**config.mk**
```make
export PLATFORM = sky130hd
export DESIGN_NAME = kwp_top
export DESIGN_NICKNAME = d
export VERILOG_FILES = /design/src/core/kwp_pkg.sv /design/src/core/kwp_top.sv
export SDC_FILE = /design/constraint.sdc
export NUM_CORES = 1
export LEC_CHECK = 0
export ABC_AREA = 1
export BUFFER_PORTS_ARGS = -buffer_cell sky130_fd_sc_hd__buf_2
export CORE_UTILIZATION = 25
export CTS_BUF_LIST = sky130_fd_sc_hd__clkbuf_4 sky130_fd_sc_hd__clkbuf_8
export CTS_CLUSTER_DIAMETER = 60
export CTS_CLUSTER_SIZE = 24
export DETAILED_ROUTE_END_ITERATION = 7
export PLACE_DENSITY = 0.55
export SLEW_MARGIN = 20
export SYNTH_ARGS = -nofsm -noshare
export SYNTH_HDL_FRONTEND = slang
export SYNTH_SLANG_ARGS = --single-unit
export TNS_END_PERCENT = 20
```
**constraint.sdc**
```tcl
create_clock -name ref_clk -period 2.2 [get_ports ref_clk]
set_input_delay 0 -clock ref_clk [delete_from_list [all_inputs] [get_ports ref_clk]]
set_output_delay 0 -clock ref_clk [all_outputs]
set_load 0.01 [all_outputs]
```
**src/core/kwp_pkg.sv**
```systemverilog
// constants and state type for the port f keypad interrupt block
package kwp_pkg;

    // register indices; byte address is four times the index
    localparam logic [7:0] KWP_IDX_STATUS_CONTROL = 8'h40;
    localparam logic [7:0] KWP_IDX_PIN_ENABLE     = 8'h41;
    localparam logic [7:0] KWP_IDX_PULLUP_ENABLE  = 8'h42;

    // bus geometry
    localparam int KWP_ADDR_W   = 10;
    localparam int KWP_DATA_W   = 32;
    localparam int KWP_PINS     = 8;
    localparam int KWP_IDX_LSB  = 2;

    // keypad_status_control field positions
    localparam int KWP_BIT_MODE = 0;
    localparam int KWP_BIT_MASK = 1;
    localparam int KWP_BIT_ACK  = 2;
    localparam int KWP_BIT_FLAG = 3;

    // reset values
    localparam logic [7:0] KWP_RST_PIN_ENABLE = 8'h00;
    localparam logic [7:0] KWP_RST_PULLUP     = 8'hff;
    localparam logic [7:0] KWP_ZERO_BYTE      = 8'h00;
    localparam logic [KWP_DATA_W-1:0] KWP_ZERO_WORD = 32'h0000_0000;

    // interrupt vector location served on this request
    localparam logic [15:0] KWP_VECTOR_HI = 16'hffe8;
    localparam logic [15:0] KWP_VECTOR_LO = 16'hffe9;

    // whole block state, registered as one word
    typedef struct packed {
        logic [7:0]  pin_sync1;
        logic [7:0]  pin_sync2;
        logic        prev_low_any;
        logic        pending;
        logic        acked;
        logic        irq_mask;
        logic        trigger_level_select;
        logic [7:0]  pin_irq_enable;
        logic [7:0]  pin_pullup_enable;
        logic        bus_ack;
        logic [31:0] readdata;
    } kwp_state_t;

endpackage

```
**src/core/kwp_top.sv**
```systemverilog
// port f keypad interrupt logic with avalon-mm register slave
`timescale 1ns/100ps

// How it works
// - each pin enable independently forces pin input
// - pin enable never touches its pull-up
// - latch when enabled pin falls, all high before
// - edge mode ignores edge while another low
// - level mode holds request while any low
// - level mode clears after ack and all-high
// - edge mode ack clears request at once
// - ack bit pulses acknowledge, reads zero
// - falling edge after ack latches again
// - unmasked request interrupts, vector fetch acknowledges
// - pending flag mirrors latch regardless of mask
// - mask blocks interrupt, latch still works
// - reset clears latch, flag, mask, mode, pin enables
// - status bits seven to four read zero
// - pull-ups reset on, zero disables
// - request wakes from wait when unmasked
// - request wakes from stop when unmasked
// - break with clear-enable low blocks ack write
// - break with clear-enable high lets ack clear
module kwp_top
    import kwp_pkg::*;
(
    input  wire logic                  ref_clk,
    input  wire logic                  rst,
    input  wire logic [KWP_ADDR_W-1:0] address,
    input  wire logic                  read,
    input  wire logic                  write,
    input  wire logic [KWP_DATA_W-1:0] writedata,
    input  wire logic [3:0]            byteenable,
    output logic      [KWP_DATA_W-1:0] readdata,
    output logic                       waitrequest,
    input  wire logic [KWP_PINS-1:0]   key_pin_in,
    output logic      [KWP_PINS-1:0]   pin_input_force,
    output logic      [KWP_PINS-1:0]   pin_pullup_enable,
    input  wire logic                  break_state,
    input  wire logic                  break_clear_enable,
    input  wire logic                  vector_fetch_ack,
    output logic                       keypad_irq,
    output logic                       wakeup_req
);

    kwp_state_t r;
    kwp_state_t n;

    logic [7:0] idx;
    logic       req;
    logic       hit_scr;
    logic       hit_en;
    logic       hit_pu;
    logic       wr_take;
    logic [7:0] wbyte;
    logic [7:0] low_pins;
    logic       low_any;
    logic       falling;
    logic       sw_ack;
    logic       ack_ev;
    logic [7:0] scr_read;

    // decode; one wait state before every answer
    assign idx     = address[KWP_ADDR_W-1:KWP_IDX_LSB];
    assign req     = read | write;
    assign hit_scr = (idx == KWP_IDX_STATUS_CONTROL);
    assign hit_en  = (idx == KWP_IDX_PIN_ENABLE);
    assign hit_pu  = (idx == KWP_IDX_PULLUP_ENABLE);
    assign wr_take = write & r.bus_ack & byteenable[0];
    assign wbyte   = writedata[7:0];

    // pin activity on synchronised levels only
    assign low_pins = r.pin_irq_enable & ~r.pin_sync2;
    assign low_any  = |low_pins;
    assign falling  = low_any & ~r.prev_low_any;

    // software ack is gated during break unless clear is allowed
    assign sw_ack = wr_take & hit_scr & wbyte[KWP_BIT_ACK]
                    & (~break_state | break_clear_enable);
    assign ack_ev = sw_ack | vector_fetch_ack;

    // status byte: upper nibble and ack always zero
    assign scr_read = {4'h0, r.pending, 1'b0, r.irq_mask,
                       r.trigger_level_select};

    // next-state logic
    always_comb begin
        n = r;
        n.pin_sync1    = key_pin_in;
        n.pin_sync2    = r.pin_sync1;
        n.prev_low_any = low_any;
        // request latch; a new edge always wins over a clear
        if (falling) begin
            n.pending = 1'b1;
            n.acked   = 1'b0;
        end else if (r.trigger_level_select) begin
            // level mode needs both the ack and all pins high
            if (r.pending && (ack_ev || r.acked) && !low_any) begin
                n.pending = 1'b0;
                n.acked   = 1'b0;
            end else if (r.pending && ack_ev) begin
                n.acked = 1'b1;
            end
            if (low_any) begin
                n.pending = 1'b1;
            end
        end else if (ack_ev) begin
            n.pending = 1'b0;
            n.acked   = 1'b0;
        end
        // register writes take effect on the accepting edge
        if (wr_take && hit_scr) begin
            n.irq_mask             = wbyte[KWP_BIT_MASK];
            n.trigger_level_select = wbyte[KWP_BIT_MODE];
        end
        if (wr_take && hit_en) begin
            n.pin_irq_enable = wbyte;
        end
        if (wr_take && hit_pu) begin
            n.pin_pullup_enable = wbyte;
        end
        // answer handshake and read capture
        n.bus_ack = req & ~r.bus_ack;
        if (req && !r.bus_ack) begin
            unique case (1'b1)
                hit_scr: n.readdata = {24'h000000, scr_read};
                hit_en:  n.readdata = {24'h000000, r.pin_irq_enable};
                hit_pu:  n.readdata = {24'h000000, r.pin_pullup_enable};
                default: n.readdata = KWP_ZERO_WORD;
            endcase
        end
    end

    // single state register, synchronous reset
    always_ff @(posedge ref_clk) begin
        if (rst) begin
            r.pin_sync1            <= KWP_ZERO_BYTE;
            r.pin_sync2            <= KWP_ZERO_BYTE;
            r.prev_low_any         <= 1'b0;
            r.pending              <= 1'b0;
            r.acked                <= 1'b0;
            r.irq_mask             <= 1'b0;
            r.trigger_level_select <= 1'b0;
            r.pin_irq_enable       <= KWP_RST_PIN_ENABLE;
            r.pin_pullup_enable    <= KWP_RST_PULLUP;
            r.bus_ack              <= 1'b0;
            r.readdata             <= KWP_ZERO_WORD;
        end else begin
            r <= n;
        end
    end

    // outputs
    assign readdata          = r.readdata;
    assign waitrequest       = req & ~r.bus_ack;
    assign pin_input_force   = r.pin_irq_enable;
    assign pin_pullup_enable = r.pin_pullup_enable;
    assign keypad_irq        = r.pending & ~r.irq_mask;
    // raw pin path keeps the wake request alive with the clock stopped
    assign wakeup_req = ~r.irq_mask
                        & (r.pending
                           | (|(r.pin_irq_enable & ~key_pin_in)));

    // checks on the block's own behaviour
    property p_edge_latch;
        @(posedge ref_clk) disable iff (rst)
        falling |=> r.pending;
    endproperty
    a_edge_latch: assert property (p_edge_latch)
        else $error("falling edge did not latch a request");

    property p_edge_blocked;
        @(posedge ref_clk) disable iff (rst)
        (!r.trigger_level_select && r.prev_low_any && !r.pending
         && !(wr_take && hit_scr)) |=> !r.pending;
    endproperty
    a_edge_blocked: assert property (p_edge_blocked)
        else $error("edge latched while another pin was low");

    property p_level_hold;
        @(posedge ref_clk) disable iff (rst)
        (r.trigger_level_select && low_any && !(wr_take && hit_scr))
            |=> r.pending;
    endproperty
    a_level_hold: assert property (p_level_hold)
        else $error("level mode dropped request with a pin low");

    property p_level_clear;
        @(posedge ref_clk) disable iff (rst)
        (r.trigger_level_select && r.pending && ack_ev
         && !(wr_take && hit_scr && !wbyte[KWP_BIT_MODE]))
            ##1 (!low_any && !falling)[*2]
            |=> !r.pending;
    endproperty
    a_level_clear: assert property (p_level_clear)
        else $error("level request not cleared after ack and release");

    property p_edge_ack;
        @(posedge ref_clk) disable iff (rst)
        (!r.trigger_level_select && ack_ev && !falling
         && !(wr_take && hit_scr)) |=> !r.pending;
    endproperty
    a_edge_ack: assert property (p_edge_ack)
        else $error("edge mode ack did not clear request");

    property p_ack_reads_zero;
        @(posedge ref_clk) disable iff (rst)
        (read && r.bus_ack && hit_scr)
            |-> (readdata[KWP_BIT_ACK] == 1'b0)
                && (readdata[7:4] == 4'h0);
    endproperty
    a_ack_reads_zero: assert property (p_ack_reads_zero)
        else $error("ack bit or unused bits read nonzero");

    property p_flag_read;
        @(posedge ref_clk) disable iff (rst)
        (read && r.bus_ack && hit_scr)
            |-> readdata[KWP_BIT_FLAG] == $past(r.pending);
    endproperty
    a_flag_read: assert property (p_flag_read)
        else $error("pending flag read does not match latch");

    property p_mask_blocks;
        @(posedge ref_clk) disable iff (rst)
        r.irq_mask |-> !keypad_irq;
    endproperty
    a_mask_blocks: assert property (p_mask_blocks)
        else $error("masked request reached the interrupt line");

    property p_break_protect;
        @(posedge ref_clk) disable iff (rst)
        (break_state && !break_clear_enable && r.pending
         && !vector_fetch_ack && wr_take && hit_scr) |=> r.pending;
    endproperty
    a_break_protect: assert property (p_break_protect)
        else $error("ack write cleared latch during protected break");

    property p_reset_state;
        @(posedge ref_clk)
        rst |=> !r.pending && !r.irq_mask && (r.pin_irq_enable == 8'h00)
                && (pin_pullup_enable == 8'hff);
    endproperty
    a_reset_state: assert property (p_reset_state)
        else $error("reset state wrong");

    // register side effects; each write must touch only its own
    // register, so a stray decode shows up here long before it would
    // show up as a wrong pin level on the board

    // a pin enable write lands on the force outputs one edge later
    property p_force_follows;
        @(posedge ref_clk) disable iff (rst)
        (wr_take && hit_en) |=> (pin_input_force == $past(wbyte));
    endproperty
    a_force_follows: assert property (p_force_follows)
        else $error("pin enable write did not reach the force outputs");

    // pull-ups move only on their own register, never with an enable
    property p_pullup_untouched;
        @(posedge ref_clk) disable iff (rst)
        (wr_take && !hit_pu) |=> $stable(pin_pullup_enable);
    endproperty
    a_pullup_untouched: assert property (p_pullup_untouched)
        else $error("pull-up changed on a write to another register");

    // a zero written to a pull-up bit switches that pull-up off
    property p_pullup_write;
        @(posedge ref_clk) disable iff (rst)
        (wr_take && hit_pu) |=> (pin_pullup_enable == $past(wbyte));
    endproperty
    a_pullup_write: assert property (p_pullup_write)
        else $error("pull-up write did not take effect");

    // level mode bookkeeping: an ack seen with a key still down is
    // remembered, and without any ack a released key keeps the request;
    // a mode write in the same cycle is left out, it changes the rules

    // ack with a key still low is kept until the keys come back up
    property p_level_ack_memory;
        @(posedge ref_clk) disable iff (rst)
        (r.trigger_level_select && r.pending && ack_ev && low_any
         && !falling
         && !(wr_take && hit_scr && !wbyte[KWP_BIT_MODE]))
            |=> r.acked;
    endproperty
    a_level_ack_memory: assert property (p_level_ack_memory)
        else $error("level mode forgot an ack seen with a key low");

    // release alone never clears a level request
    property p_level_release_hold;
        @(posedge ref_clk) disable iff (rst)
        (r.trigger_level_select && r.pending && !r.acked && !ack_ev
         && !low_any && !falling && !(wr_take && hit_scr))
            |=> r.pending;
    endproperty
    a_level_release_hold: assert property (p_level_release_hold)
        else $error("level request cleared without an ack");

    // break handling: with clear allowed the ack write works as usual,
    // and a latch cleared in break stays clear when break ends

    // ack write in break with clear allowed drops an edge mode latch
    property p_break_clear;
        @(posedge ref_clk) disable iff (rst)
        (break_state && break_clear_enable && wr_take && hit_scr
         && wbyte[KWP_BIT_ACK] && !r.trigger_level_select
         && !falling) |=> !r.pending;
    endproperty
    a_break_clear: assert property (p_break_clear)
        else $error("ack write in break with clear allowed was lost");

    // leaving break does not bring back a cleared latch
    property p_break_stays;
        @(posedge ref_clk) disable iff (rst)
        ($fell(break_state) && !r.pending && !falling
         && !(r.trigger_level_select && low_any)) |=> !r.pending;
    endproperty
    a_break_stays: assert property (p_break_stays)
        else $error("latch came back when break ended");

    // wake paths: the latched one for wait, the raw one for stop,
    // where no clock edge would ever reach the latch

    // an unmasked latched request always asks for wake-up
    property p_wake_latched;
        @(posedge ref_clk) disable iff (rst)
        (!r.irq_mask && r.pending) |-> wakeup_req;
    endproperty
    a_wake_latched: assert property (p_wake_latched)
        else $error("unmasked request did not ask for wake-up");

    // an unmasked enabled raw pin low asks for wake-up before any latching
    property p_wake_raw;
        @(posedge ref_clk) disable iff (rst)
        (!r.irq_mask && (|(r.pin_irq_enable & ~key_pin_in)))
            |-> wakeup_req;
    endproperty
    a_wake_raw: assert property (p_wake_raw)
        else $error("raw key press did not ask for wake-up");

    // bus side: one wait state, then the answer, never a longer stall

    // a waiting request is answered on the very next cycle
    property p_one_wait;
        @(posedge ref_clk) disable iff (rst)
        (req && waitrequest) |=> (!waitrequest || !req);
    endproperty
    a_one_wait: assert property (p_one_wait)
        else $error("register bus stalled for more than one wait state");

    // unused upper read lanes are always zero
    property p_read_upper_zero;
        @(posedge ref_clk) disable iff (rst)
        (read && r.bus_ack) |-> (readdata[31:8] == 24'h000000);
    endproperty
    a_read_upper_zero: assert property (p_read_upper_zero)
        else $error("upper read lanes not zero");

    c_edge_latch: cover property (@(posedge ref_clk) disable iff (rst)
        falling ##1 keypad_irq);
    c_level_hold: cover property (@(posedge ref_clk) disable iff (rst)
        r.trigger_level_select && r.acked && low_any);
    c_break_protect: cover property (@(posedge ref_clk) disable iff (rst)
        break_state && !break_clear_enable && wr_take && hit_scr
        && r.pending);
    c_read_scr: cover property (@(posedge ref_clk) disable iff (rst)
        read && r.bus_ack && hit_scr && readdata[KWP_BIT_FLAG]);
    // vector fetch taking the place of a software ack
    c_vector_ack: cover property (@(posedge ref_clk) disable iff (rst)
        vector_fetch_ack && r.pending ##1 !r.pending);

endmodule

```
==> summary.md, run 1 <==
| Metric | Value |
|---|---|
| Clock Latency Late Sink | `0.30 ns` |
| Crit end category | `output port` |
| Final Power | `1.63 mW` |
| Antenna Cells | `0` |
| Post-synthesis cell area | `0.00230 mm^2` |
| Worst Tran Pin Value | `0.594 ns` |
| DIE HEIGHT | `97.9 um` |
| # rows | `34` |
| Critical Path RT | `approximately 2.2 ns` |
| Core Area | `around 0.0088 mm^2` |
| Placement Setup Slack | `0.774 ns` |
| Status | `complete, but fails checks` |
| Post-DRT Antenna Nets | `0` |
| WHS | `between 0.02 and 0.03 ns` |
| Failing checks | `DRC` |
| Netlist cell types | `31` |
| Die ar. | `0.00958 mm^2` |
| WS Path Type | `reg2out` |
| Setup TNS | `0 ns` |
| Minimum clock period | `1.54 ns` |
| Hold WC Path Type | `in2reg` |
| Via count | `1,872` |
| Synth-to-layout area growth | `16.7%` |
| Yosys warns | `0` |
| Combinational power share | `a little under a tenth` |
| Slew Viols, Final | `0` |
| Max IR drop VDD | `248 uV` |
| Worst Hold Launch | `writedata[2]` |
| Commonest cells after routing, fill and taps aside | `nand2_1 (60), buf_2 (58), dfxtp_1 (46), inv_1 (42), nor2_1 (25)` |
| Number of global-route vias before repair | `1,734` |
| Worst flop-to-flop path startpoint | `r[32]` |
| Sw Share | `a little under a quarter` |
| Initial DRC count | `99` |
| GP Congestion | `about 0.74` |
| Worst-case clock buffer depth | `2` |
| Nets@finish | `between 400 and 500` |
| Clock skew | `roughly 0.014 ns` |
| Critical Path AT | `1.54 ns` |
| Worst Setup SP | `pin_input_force[6]` |
| Startpoint Class | `flop` |
| H-tree Lvls | `2` |
| Relative slew margins | `about three fifths` |
| Register bit total from synthesis | `46` |
| Clock network power share | `38.2%` |
| Synth Instances | `308` |
| Port Buffer Count | `58` |
| Largest net degree at the start of global routing | `29` |
| Final Instance Area | `between 0.002 and 0.003 mm^2` |
| Internal | `1.24 mW` |
| WL final | `5.17 mm` |
| First-pass GRT wire length | `8.28 mm` |
| Post-synth top flop | `dfxtp_1` |
| Sequential-to-total area share from yosys stat | `around 40%` |
| Most common cell after layout, fill and taps aside | `nand2_1` |
| Avg Synthesized Cell Area | `7.46 um^2` |
| Layout cell share with drive strength beyond 1 | `24.7%` |
| Vias/cell | `around 4.0` |
| Share of power burned in registers | `52.4%` |
| RSZ-0062 raised after global routing | `false` |
| Peak Freq | `648 MHz` |
| Fillcell total | `979` |
| Cts bufs inserted | `5` |
| Crit-path max FO | `4` |
| Total GRT Usage | `11.0%` |
| PwrDens | `~610 mW/mm^2` |
| Final Hold Vio Count | `0` |
| Die Wd | `97.9 um` |
| Net switching power | `about 0.38 mW` |
| MaxCap Viol Count | `0` |
| TritonRoute pass-1 iters | `6` |
| Seq. cell area | `921 um^2` |
| Sink Count | `46` |
| CTS tree | `yes` |
| Starting Density | `about a quarter` |
| Worst-path clk slew | `~0.090 ns` |
| LEAKAGE | `1.26 nW` |
| Setup Buffers After CTS | `0` |
| GRT overflow | `0` |
| Antenna violations before repair | `0` |
| DP HPWL | `3.94 mm` |
| Footprint of the multi-input gates | `893 um^2` |
| # IOs | `112` |
| Number of flops mapped to enable cells by yosys | `0` |
| Final setup margin | `0.657 ns` |
| Post-synth ARST share | `0%` |
| Final clock period utilization by the worst path | `between 70% and 80%` |
| Drc violations | `7` |
| Final setup fails | `0` |
| Placed instance area | `0.00242 mm^2` |
| CTS Root Cell | `clkbuf_8` |
| WL/cell | `roughly 11 um` |
-- cells in the mapped netlist, types with 3 or more instances --
cell type / number / area [um^2]
buf_4: 48 / 360
o22ai_1: 3 / 18.8
nand2_1: 60 / 225
dfxtp_1: 46 / 921
nor2_1: 25 / 93.8
nand3_1: 11 / 55.1
nor2_4: 3 / 33.8
o21ai_0: 16 / 80.1
inv_1: 42 / 158
a21oi_1: 22 / 110
o21ai_2: 3 / 26.3
inv_2: 4 / 15.0
-- power groups by stage --
stage / clock, mW / sequential, mW / combinational (mW)
2_1_floorplan: 0 / 0.872 / 0.113
3_3_place_gp: 0 / 0.873 / 0.131
3_5_place_dp: 0 / 0.873 / 0.133
4_1_cts: 0.638 / 0.854 / 0.154
5_1_grt: 0.680 / 0.855 / 0.170
6_report: 0.622 / 0.853 / 0.152
-- cell families (layout without fill, tap and decap cells) --
family | after synthesis | after routing | synth area share (%)
flip-flops | 46 | 46 | 40.1
buffers and inverters | 100 | 129 | 24.8
other | 1 | 24 | 0.163
AO/OA/AOI/OAI | 51 | 51 | 12.8
AND/OR/NAND/NOR | 110 | 110 | 22.2
-- area by class of cell --
class,count,share of cell area [%]
inverters,47,6.58
flip-flops and latches,46,34.3
well taps,108,5.04
repair buffers,74,16.7
clock buffers,5,2.57
multi-input cells,185,33.3
clock inverters,3,1.49
-- stage by stage --
stage / util, % / cells
finish: 30.5 / 468
global route: 30.5 / 468
CTS: 30.5 / 468
detailed placement: 27.5 / 445
global placement: 27.5 / 445
floorplan: - / 331
-- per-layer routing --
layer	vias to the layer above	GRT usage, %	wire length (um)
met1	820	14.2	2440
met2	62	17.7	2340
li1	985	-	-
met5	-	0	0
met4	0	2.80	43
met3	5	3.36	348
-- what timing repair did --
action | 4_1_cts | 5_1_grt
resized for setup | 0 | 0
endpoints found under the hold margin | 20 | 0
hold buffers | 15 | 0
-- state kept, by name, indices dropped and copies added, names as in the netlist --
| signal | count |
|---|---|
| n | 8 |
| pin_input_force | 8 |
| pin_pullup_enable | 8 |
| r | 14 |
| readdata | 8 |
-- final timing paths --
kind                                              to  slack [ns]  cells after the start
worst max-delay path                      wakeup_req        0.66                      5
worst min-delay path              pin_input_force[2]        0.03                      3
worst max register to register  pin_pullup_enable[2]        0.78                      7
worst min register to register                 r[58]        0.40                      2
-- critical path, stage by stage, from the launching register on --
cell	delay, ns
dfxtp_1	0.32
inv_1	0.14
o22ai_1	0.14
nor4_1	0.39
a21oi_1	0.11
buf_2	0.16
Note: power is estimated with default switching activity, not from simulation.
==> run 2, diff against run 1 <==
==> constraint.sdc (replaced) <==
create_clock -name ref_clk -period 1.5 [get_ports ref_clk]
set_input_delay 0 -clock ref_clk [delete_from_list [all_inputs] [get_ports ref_clk]]
set_output_delay 0 -clock ref_clk [all_outputs]
set_load 0.01 [all_outputs]
==> summary.md, run 2 (same netlist as run 1, synthesis figures left out) <==
| Metric | Value |
|---|---|
| Via count | `1,867` |
| Cts bufs inserted | `5` |
| Clock skew | `0.00309 ns` |
| Setup TNS | `0 ns` |
| Final Hold Vio Count | `0` |
| TritonRoute pass-1 iters | `6` |
| Worst Hold Launch | `vector_fetch_ack` |
| Antenna violations before repair | `0` |
| First-pass GRT wire length | `8.30 mm` |
| Die Wd | `97.9 um` |
| Max IR drop VDD | `372 uV` |
| Startpoint Class | `flop` |
| Nets@finish | `roughly 420` |
| Drc violations | `7` |
| Most flops, register | `r` |
| Final Power | `2.27 mW` |
| Slew Viols, Final | `0` |
| Die ar. | `approximately 0.0096 mm^2` |
| Initial DRC count | `67` |
| Worst Setup SP | `pin_input_force[0]` |
| Largest net degree at the start of global routing | `29` |
| Final clock period utilization by the worst path | `95.3%` |
| Most common cell after layout, fill and taps aside | `nand2_1` |
| MaxCap Viol Count | `0` |
| WL final | `5.10 mm` |
| PwrDens | `~840 mW/mm^2` |
| Largest register FFs | `14` |
| CTS tree | `yes` |
| Failing checks | `DRC` |
| Peak Freq | `699 MHz` |
| Starting Density | `between 20% and 30%` |
| Minimum clock period | `roughly 1.4 ns` |
| Clock Latency Late Sink | `0.30 ns` |
| Vias/cell | `approximately 4.0` |
| Antenna Cells | `0` |
| Critical Path AT | `1.43 ns` |
| Placed insts | `about 450` |
| Critical Path RT | `1.50 ns` |
| Final Util | `30.6%` |
| Commonest cells after routing, fill and taps aside | `nand2_1 (60), buf_2 (58), dfxtp_1 (46), inv_1 (39), nor2_1 (25)` |
| Post-DRT Antenna Nets | `0` |
| # IOs | `112` |
| LEAKAGE | `between 1 and 1.5 nW` |
| Worst-path clk slew | `0.08 ns` |
| Number of global-route vias before repair | `1,711` |
| Status | `complete, but fails checks` |
| GP Congestion | `0.731` |
| Synth-to-layout area growth | `17.4%` |
| # rows | `34` |
| DP HPWL | `4.01 mm` |
| Crit-path max FO | `3` |
| WS Path Type | `reg2out` |
| Hold WC Path Type | `in2reg` |
| Sink Count | `between 40 and 50` |
| DIE HEIGHT | `around 100 um` |
| Non-filler instance count after layout | `471` |
| Core Area | `0.00881 mm^2` |
| Crit end category | `output port` |
| CTS Root Cell | `clkbuf_8` |
| Total GRT Usage | `~11%` |
| Final setup fails | `0` |
| Layout cell share with drive strength beyond 1 | `26.4%` |
| Worst flop-to-flop path startpoint | `pin_input_force[4]` |
| WL/cell | `approximately 11 um` |
| Worst-case clock buffer depth | `2` |
| RSZ-0062 raised after global routing | `false` |
| H-tree Lvls | `2` |
| Setup Buffers After CTS | `0` |
| Port Buffer Count | `58` |
| GRT overflow | `0` |
-- run 2: cell types whose count changed in the layout (fill, tap and decap cells not counted), sizes merged --
cell    delta
buf        +3
bufinv     -1
clkbuf     +2
clkinv     -1
-- run 2: metal layers --
| layer | GRT usage, % | vias to the layer above | share of wire [%] |
|---|---|---|---|
| met5 | 0 | - | 0 |
| met4 | 3.50 | 0 | 0.94 |
| met3 | 3.44 | 8 | 7.3 |
| met2 | 18.3 | 62 | 46 |
| met1 | 13.7 | 803 | 46 |
| li1 | - | 994 | - |
-- run 2: what timing repair did --
item | in CTS | in global routing
pin swaps | 1 | 2
gates cloned | 0 | 0
setup endpoints to repair | 1 | 3
hold endpoints to repair | 18 | 0
hold buffers | 15 | 0
resized for setup | 1 | 3
-- run 2: worst max-delay path: stages, from the launching register on --
cell	delay, ns
dfxtp_1	0.34
inv_1	0.12
o22ai_1	0.11
nor4_2	0.31
a21oi_1	0.10
buf_2	0.15
-- run 2: final timing paths --
check	slack, ns	endpoint	cells past startpoint
max	0.07	wakeup_req	5
min	0.02	r[51]	4
max reg2reg	0.19	r[52]	8
min reg2reg	0.40	r[59]	2
-- run 2: through the flow --
stage                     instance area, um^2  setup slack (ns)  hold slack, ns
after floorplan                          2380             0.321           0.107
after global routing                     2700           0.00482          0.0514
after detailed placement                 2450             0.102           0.228
after CTS                                2700           0.00493          0.0207
after global placement                   2450             0.135           0.217
final                                    2700            0.0700          0.0221
-- run 2: power breakdown --
group | leakage, nW | total (mW) | internal (mW) | switching [mW]
sequential | 0.375 | 1.25 | 1.24 | 0.00707
clock | 0.0517 | 0.794 | 0.390 | 0.404
combinational | 0.845 | 0.226 | 0.0929 | 0.133
-- run 2: layout make-up --
class | count | area, um^2
multi-input combinational | 185 | 900
timing repair buffer | 77 | 470
tap | 108 | 135
clock buffer | 7 | 90.1
sequential | 46 | 921
fill | 981 | 6110
inverter | 47 | 176
clock inverter | 1 | 5.00
